--- src/hdl/sca_pkg.sv ---
// Constants for the switched-capacitor type A switch control block
//
// Overview of operation
// B-branch size field is binary; value equals unit capacitors switched in, 0 to 31.
// First control registers at indices 81h, 89h, 95h, 9Dh, same in both banks.
// Column bus enable bit 7 clear tri-states the column bus drive.
// Enabled column drive: last part of second phase, or continuous when phase swapped.
// Comparator reaches comparator bus only while bit 6 is set.
// Comparator bus reads low when no block in the column drives it.
// Comparator sampled on internal first phase rise, held through second phase.
// Offset null off: shorting switch open, branches always on amplifier input.
// Offset null on: short and ground branches in first phase, amplifier in second.
// Branch-to-summing-node switch pair active only while offset null is on.
// C-branch size field is binary, 32 sizes, value equals unit capacitors.
// Second register: bit7 column bus, bit6 comparator bus, bit5 offset null, [4:0] C size.
// Second control registers at indices 82h, 8Ah, 96h, 9Eh, same in both banks.
// Integrator gate switch enable uses both gate bit and offset null bit.
// Gate set: switch closed always without offset null, else only in second phase.
// Internal phases are non-overlapping complementary clocks.
package sca_pkg;
  localparam int NUM_BLK = 4;
  localparam int ADDR_W = 12;

  // Register indices; byte address is four times the index
  localparam logic [7:0] IDX_BLK10_CR1 = 8'h81;
  localparam logic [7:0] IDX_BLK10_CR2 = 8'h82;
  localparam logic [7:0] IDX_BLK12_CR1 = 8'h89;
  localparam logic [7:0] IDX_BLK12_CR2 = 8'h8A;
  localparam logic [7:0] IDX_BLK21_CR1 = 8'h95;
  localparam logic [7:0] IDX_BLK21_CR2 = 8'h96;
  localparam logic [7:0] IDX_BLK23_CR1 = 8'h9D;
  localparam logic [7:0] IDX_BLK23_CR2 = 8'h9E;

  localparam logic [7:0] CR1_IDX [NUM_BLK] = '{IDX_BLK10_CR1, IDX_BLK12_CR1,
                                               IDX_BLK21_CR1, IDX_BLK23_CR1};
  localparam logic [7:0] CR2_IDX [NUM_BLK] = '{IDX_BLK10_CR2, IDX_BLK12_CR2,
                                               IDX_BLK21_CR2, IDX_BLK23_CR2};

  // Field positions
  localparam int CR2_COL_BUS_BIT = 7;
  localparam int CR2_CMP_BUS_BIT = 6;
  localparam int CR2_NULL_BIT = 5;
  localparam int CAP_MSB = 4;
  localparam int CAP_LSB = 0;

  // Reset values
  localparam logic [7:0] CR1_RESET = 8'h00;
  localparam logic [7:0] CR2_RESET = 8'h00;

  // Phase generator: eight pclk cycles per analog period
  localparam logic [2:0] PH_PERIOD_LAST = 3'h7;
  localparam logic [2:0] PH1_START = 3'h1;
  localparam logic [2:0] PH1_END = 3'h2;
  localparam logic [2:0] PH2_START = 3'h5;
  localparam logic [2:0] PH2_LATE = 3'h6;
  localparam logic [2:0] PH2_END = 3'h6;
endpackage

--- src/hdl/sca_switch_ctrl.sv ---
// Register bank and switch timing for four switched-capacitor type A blocks
`timescale 1ns/1ps
`default_nettype none
module sca_switch_ctrl (
  // APB slave
  input wire logic pclk,
  input wire logic presetn,
  input wire logic psel,
  input wire logic penable,
  input wire logic pwrite,
  input wire logic [sca_pkg::ADDR_W-1:0] paddr,
  input wire logic [31:0] pwdata,
  output logic [31:0] prdata,
  output logic pready,
  output logic pslverr,
  // Bits from neighbouring registers, one per block
  input wire logic [3:0] phase_swap_select,
  input wire logic [3:0] integrator_gate_switch,
  // Analog comparator outputs, asynchronous
  input wire logic [3:0] cmp_raw,
  // External phase view
  output logic first_phase,
  output logic second_phase,
  // Switch controls, one bit per block
  output logic [3:0] col_bus_oe_n,
  output logic [3:0] cmp_bus,
  output logic [3:0] short_sw,
  output logic [3:0] branch_gnd_sw,
  output logic [3:0] branch_amp_sw,
  output logic [3:0] sum_node_sw,
  output logic [3:0] integ_sw,
  // Capacitor unit counts, five bits per block
  output logic [19:0] b_branch_cap_size,
  output logic [19:0] c_branch_cap_size
);

  ////////////////////////////////////////////////////////////////////////
  // APB decode
  logic [7:0] cr1 [4];
  logic [7:0] cr2 [4];
  logic [3:0] hit1;
  logic [3:0] hit2;
  logic mapped;
  logic aligned;
  logic [7:0] idx;
  logic [7:0] rd_byte;

  assign idx = paddr[9:2];
  assign aligned = (paddr[1:0] == 2'h0) && (paddr[11:10] == 2'h0);
  assign pready = 1'b1;

  always_comb begin
    hit1 = 4'h0;
    hit2 = 4'h0;
    rd_byte = 8'h00;
    for (int i = 0; i < 4; i++) begin
      if (aligned && idx == sca_pkg::CR1_IDX[i]) begin
        hit1[i] = 1'b1;
        rd_byte = cr1[i];
      end
      if (aligned && idx == sca_pkg::CR2_IDX[i]) begin
        hit2[i] = 1'b1;
        rd_byte = cr2[i];
      end
    end
    mapped = |{hit1, hit2};
  end

  assign pslverr = psel && penable && !mapped;
  assign prdata = (psel && penable && !pwrite) ? {24'h000000, rd_byte} : 32'h00000000;

  ////////////////////////////////////////////////////////////////////////
  // Control registers
  logic wr_en;
  assign wr_en = psel && penable && pwrite;

  always_ff @(posedge pclk or negedge presetn) begin
    if (!presetn) begin
      for (int i = 0; i < 4; i++) begin
        cr1[i] <= sca_pkg::CR1_RESET;
        cr2[i] <= sca_pkg::CR2_RESET;
      end
    end else begin
      for (int i = 0; i < 4; i++) begin
        if (wr_en && hit1[i]) begin
          cr1[i] <= pwdata[7:0];
        end
        if (wr_en && hit2[i]) begin
          cr2[i] <= pwdata[7:0];
        end
      end
    end
  end

  ////////////////////////////////////////////////////////////////////////
  // Phase generator
  logic [2:0] ph_cnt;
  logic ph1;
  logic ph2;
  logic ph2_late;

  always_ff @(posedge pclk or negedge presetn) begin
    if (!presetn) begin
      ph_cnt <= 3'h0;
    end else begin
      ph_cnt <= (ph_cnt == sca_pkg::PH_PERIOD_LAST) ? 3'h0 : ph_cnt + 3'h1;
    end
  end

  // Gap cycles on both sides keep the phases apart
  assign ph1 = (ph_cnt >= sca_pkg::PH1_START) && (ph_cnt <= sca_pkg::PH1_END);
  assign ph2 = (ph_cnt >= sca_pkg::PH2_START) && (ph_cnt <= sca_pkg::PH2_END);
  assign ph2_late = (ph_cnt == sca_pkg::PH2_LATE);

  always_ff @(posedge pclk or negedge presetn) begin
    if (!presetn) begin
      first_phase <= 1'b0;
      second_phase <= 1'b0;
    end else begin
      first_phase <= ph1;
      second_phase <= ph2;
    end
  end

  ////////////////////////////////////////////////////////////////////////
  // Comparator synchronisers
  logic [3:0] cmp_meta;
  logic [3:0] cmp_sync;

  always_ff @(posedge pclk or negedge presetn) begin
    if (!presetn) begin
      cmp_meta <= 4'h0;
      cmp_sync <= 4'h0;
    end else begin
      cmp_meta <= cmp_raw;
      cmp_sync <= cmp_meta;
    end
  end

  ////////////////////////////////////////////////////////////////////////
  // Per-block switch timing
  logic [3:0] int_ph1;
  logic [3:0] int_ph2;
  logic [3:0] int_ph2_late;
  logic [3:0] int_ph1_prev;
  logic [3:0] cmp_hold;
  logic [3:0] next_col_oe_n;
  logic [3:0] next_cmp_bus;
  logic [3:0] next_short;
  logic [3:0] next_gnd;
  logic [3:0] next_amp;
  logic [3:0] next_sum;
  logic [3:0] next_integ;

  always_comb begin
    for (int i = 0; i < 4; i++) begin
      // Swapped phasing exchanges the two internal phases
      int_ph1[i] = phase_swap_select[i] ? ph2 : ph1;
      int_ph2[i] = phase_swap_select[i] ? ph1 : ph2;
      int_ph2_late[i] = phase_swap_select[i] ? 1'b1 : ph2_late;
      next_col_oe_n[i] = !(cr2[i][sca_pkg::CR2_COL_BUS_BIT] && int_ph2_late[i]);
      next_cmp_bus[i] = cr2[i][sca_pkg::CR2_CMP_BUS_BIT] && cmp_hold[i];
      if (cr2[i][sca_pkg::CR2_NULL_BIT]) begin
        next_short[i] = int_ph1[i];
        next_gnd[i] = int_ph1[i];
        next_amp[i] = int_ph2[i];
        next_sum[i] = 1'b1;
        next_integ[i] = integrator_gate_switch[i] && int_ph2[i];
      end else begin
        next_short[i] = 1'b0;
        next_gnd[i] = 1'b0;
        next_amp[i] = 1'b1;
        next_sum[i] = 1'b0;
        next_integ[i] = integrator_gate_switch[i];
      end
    end
  end

  // Comparator latch, loaded on internal first phase rise
  always_ff @(posedge pclk or negedge presetn) begin
    if (!presetn) begin
      int_ph1_prev <= 4'h0;
      cmp_hold <= 4'h0;
    end else begin
      int_ph1_prev <= int_ph1;
      for (int i = 0; i < 4; i++) begin
        if (int_ph1[i] && !int_ph1_prev[i]) begin
          cmp_hold[i] <= cmp_sync[i];
        end
      end
    end
  end

  always_ff @(posedge pclk or negedge presetn) begin
    if (!presetn) begin
      col_bus_oe_n <= 4'hF;
      cmp_bus <= 4'h0;
      short_sw <= 4'h0;
      branch_gnd_sw <= 4'h0;
      branch_amp_sw <= 4'h0;
      sum_node_sw <= 4'h0;
      integ_sw <= 4'h0;
    end else begin
      col_bus_oe_n <= next_col_oe_n;
      cmp_bus <= next_cmp_bus;
      short_sw <= next_short;
      branch_gnd_sw <= next_gnd;
      branch_amp_sw <= next_amp;
      sum_node_sw <= next_sum;
      integ_sw <= next_integ;
    end
  end

  ////////////////////////////////////////////////////////////////////////
  // Capacitor size fields, plain binary unit counts
  always_ff @(posedge pclk or negedge presetn) begin
    if (!presetn) begin
      b_branch_cap_size <= 20'h00000;
      c_branch_cap_size <= 20'h00000;
    end else begin
      for (int i = 0; i < 4; i++) begin
        b_branch_cap_size[i*5 +: 5] <= cr1[i][sca_pkg::CAP_MSB:sca_pkg::CAP_LSB];
        c_branch_cap_size[i*5 +: 5] <= cr2[i][sca_pkg::CAP_MSB:sca_pkg::CAP_LSB];
      end
    end
  end

endmodule
`default_nettype wire

--- config.mk ---
export PLATFORM = sky130hd
export DESIGN_NAME = sca_switch_ctrl
export DESIGN_NICKNAME = d
export VERILOG_FILES = /design/src/hdl/sca_pkg.sv /design/src/hdl/sca_switch_ctrl.sv
export SDC_FILE = /design/constraint.sdc
export NUM_CORES = 1
export LEC_CHECK = 0
export CAP_MARGIN = 20
export CORE_MARGIN = 5
export CORE_UTILIZATION = 45
export CTS_CLUSTER_DIAMETER = 100
export DETAILED_ROUTE_END_ITERATION = 8
export DONT_BUFFER_PORTS = 1
export PLACE_DENSITY = 0.7
export SETUP_SLACK_MARGIN = 0.4
export SLEW_MARGIN = 20
export SYNTH_ARGS = -nofsm -noshare
export SYNTH_HDL_FRONTEND = slang
export SYNTH_SLANG_ARGS = --single-unit
--- constraint.sdc ---
create_clock -name pclk -period 3.15 [get_ports pclk]
set_input_delay 0.63 -clock pclk [delete_from_list [all_inputs] [get_ports pclk]]
set_output_delay 0.63 -clock pclk [all_outputs]
set_load 0.05 [all_outputs]
==> qor.yml <==
status: "finished with violations"
violations: "negative hold slack"
hold_class: "in -> async"
yosysMostFrequentCell: "dfrtp_1"
drtPass1Iterations: 5
r2r_slack_ns: 1.00
cts_buffers: 17
dieArea_mm2: 0.0158
power_density_mw_per_mm2: 565
viasPerCell: 5.48
yosysTopAreaCell: "dfrtp_1"
globalplace.congestion: 0.866
yosys.area.top_type_share_pct: 60.1
antenna_cells: 0
clock_skew_ns: 0.00616
critPathCaptureType: "output port"
relSlewSlack_pct: 41.7
place_ws_ns: 0.297
cts_tree: "done"
path_buf_inv: 0
routed_wl_mm: 14.0
grt_antenna_before_repair: 0
yosys_warnings: 0
clock_path_buffers: 2
synth_edf_count: 0
nets: 542
clock-sinks: 149
ys_types: 48
slowest_stage: "or3_4"
ios: 165
die_y_um: 126
synthTopCellsByArea: "dfrtp_1 (60%), mux2_2 (12%), buf_4 (3.7%)"
path_cells: "nor4_4 -> nand2_1 -> or3_4 -> o211ai_1 -> a21oi_4"
io_buffer_count: 0
hpwl_mm: 9.61
r2r_start: "ph_cnt[1]$_DFF_PN0_"
yosys-top-cells-count: "dfrtp_1 (145), mux2_2 (66), buf_4 (30)"
area_growth_syn_to_layout_pct: 15.8
grt_use_total_pct: 17.8
max_slew.worst_pin.slew_ns: 0.876
cts-htree-levels: 4
final_layout_size_suffix_gt1_share_pct: 31.4
grt_pass1_wl_mm: 21.7
clock_latency_ns: 0.41
worst_setup_path_start_kind: "primary input"
wl_per_cell_um: 21.0
path_delay_family: "simple AND/OR/NAND/NOR gates"
grt_pass1_vias: 3774
worst_hold_slack_ns: -0.0781
critPathRequiredTime_ns: 2.52
fin_crit_sh_pct: 86.9
clkSlewWorstSetupHoldPaths_ns: 0.05
vdd_ir_drop_max_mv: 0.296
ff2ff_path_depth: 8
setup_viol: 0
fin_tns_setup_ns: 0
min_period_ns: 2.74
postLayoutCellArea_mm2: 0.00699
worstPathArrival_ns: 2.11
drcViolationCount: 0
finalHoldViolCount: 145
chipWidth_um: 126
rows: 42
ant_nets: 0
r2r-end: "cmp_hold[1]$_DFFE_PN0P_"
startpoint: "paddr[0]"
critPathMaxFanout: 4
drv_slew: 0
start_util_pct: 45.7
critPathKind: "in -> out"
cts_root_buf: "clkbuf_16"
fill_cells: 1082
cp_num_cells: 5
max_cap_violations: 0
overflow: 0
ys.flop_type: "dfrtp_1"
crit_end: "prdata[1]"
synth_cells: 453
avgSynthCellArea_um2: 13.3
ys_seq_area_share_pct: 61.9
slowest_delay_ns: 0.44
synth_area_mm2: 0.00603
num_vias: 3653
setup_slack_ns: 0.412
synth-seq-cells: 149
coreArea_mm2: 0.0132
p_leak_nw: 3.33
final_util_pct: 53.0
async_flop_share_pct: 100
dpl-instance-area_mm2: 0.00636
fmax_mhz: 365
grt_max_degree: 150
grt_setup_unrepaired: "no"
drtIter0Drc: 281
==> layer usage <==
layer | routed length [um] | up-vias | global-route usage, % | part of all wire (%)
met5 | 0 | - | 0 | 0
met4 | 163 | 0 | 5.24 | 1.2
met3 | 982 | 11 | 6.01 | 7.0
met2 | 7140 | 116 | 28.9 | 51
met1 | 5680 | 1916 | 22.8 | 41
li1 | - | 1610 | - | -
==> layout make-up <==
class                           count  area (um^2)  area share, %
Clock inverter                      5         52.6          0.752
Timing Repair Buffer               24          205           2.94
Sequential cell                   149         3730           53.4
Multi-Input combinational cell    275         2250           32.3
Clock buffer                       27          483           6.91
Tap cell                          176          220           3.15
Inverter                           10         37.5          0.537
==> cell usage in the layout, fill, tap and decap left out, types with 3 or more instances in the layout <==
cell type,n
a22o_1,4
mux2_2,66
clkbuf_16,17
a21oi_2,4
nor3_2,5
and2_1,5
nand2b_1,4
nor4_4,4
nand3_1,4
ha_1,4
o2bb2ai_1,6
dfstp_2,4
nor2_1,20
clkinv_2,3
o21ai_0,20
a21oi_1,14
a2bb2oi_1,8
nor2b_1,6
nand2_1,15
a21boi_0,4
dfrtp_1,145
buf_4,22
nor3b_2,3
clkbuf_1,8
inv_1,10
nor3_4,7
mux2i_1,12
conb_1,25
==> registers in the layout (all words and copies together) (netlist names) <==
name / flops
cmp_sync: 4
branch_gnd_sw: 4
branch_amp_sw: 4
second_phase: 1
int_ph1_prev: 4
col_bus_oe_n: 4
cr2: 32
cmp_meta: 4
cmp_hold: 4
b_branch_cap_size: 20
integ_sw: 4
first_phase: 1
cr1: 32
ph_cnt: 3
cmp_bus: 4
c_branch_cap_size: 20
sum_node_sw: 4
==> kinds of logic after synthesis <==
| group | count (synthesis) | share of synthesized area (%) |
|---|---|---|
| AO/OA/AOI/OAI | 78 | 8.54 |
| adder cells (fa/ha/maj) | 4 | 0.830 |
| buffers and inverters | 52 | 5.12 |
| flip-flops | 149 | 61.9 |
| multiplexers | 80 | 14.7 |
| other | 2 | 0.124 |
| AND/OR/NAND/NOR | 88 | 8.81 |
==> through the flow <==
| step | hold slack, ns | power (W) | instances |
|---|---|---|---|
| 2_1_floorplan | 0.331 | 0.00214 | 476 |
| 3_3_place_gp | 0.332 | 0.00214 | 633 |
| 3_5_place_dp | 0.337 | 0.00214 | 633 |
| 4_1_cts | -0.0992 | 0.00399 | 665 |
| 5_1_grt | -0.106 | 0.00410 | 666 |
| 6_report | -0.0781 | 0.00395 | 666 |
==> timing repair <==
action,in CTS,in global routing
endpoints found under the hold margin,145,145
setup endpoints to repair,7,8
pin swaps,1,6
setup buffers,0,1
resized for setup,4,15
==> worst min path at each step <==
stage | startpoint | to | slack, ns | depth (start not counted)
3_5_place_dp | presetn | integ_sw[2]$_DFF_PN0_ | 0.34 | 0
4_1_cts | presetn | integ_sw[2]$_DFF_PN0_ | -0.1 | 0
3_3_place_gp | cmp_meta[2]$_DFF_PN0_ | cmp_sync[2]$_DFF_PN0_ | 0.33 | 0
6_report | presetn | branch_gnd_sw[3]$_DFF_PN0_ | -0.08 | 0
2_1_floorplan | presetn | b_branch_cap_size[0]$_DFF_PN0_ | 0.33 | 0
5_1_grt | presetn | integ_sw[2]$_DFF_PN0_ | -0.11 | 0
==> power breakdown <==
part	switching (W)	internal, W
clock network	0.000715	0.00112
logic	0.000119	0.0000406
registers	0.0000185	0.00193
Note: power is estimated with default switching activity, not from simulation.
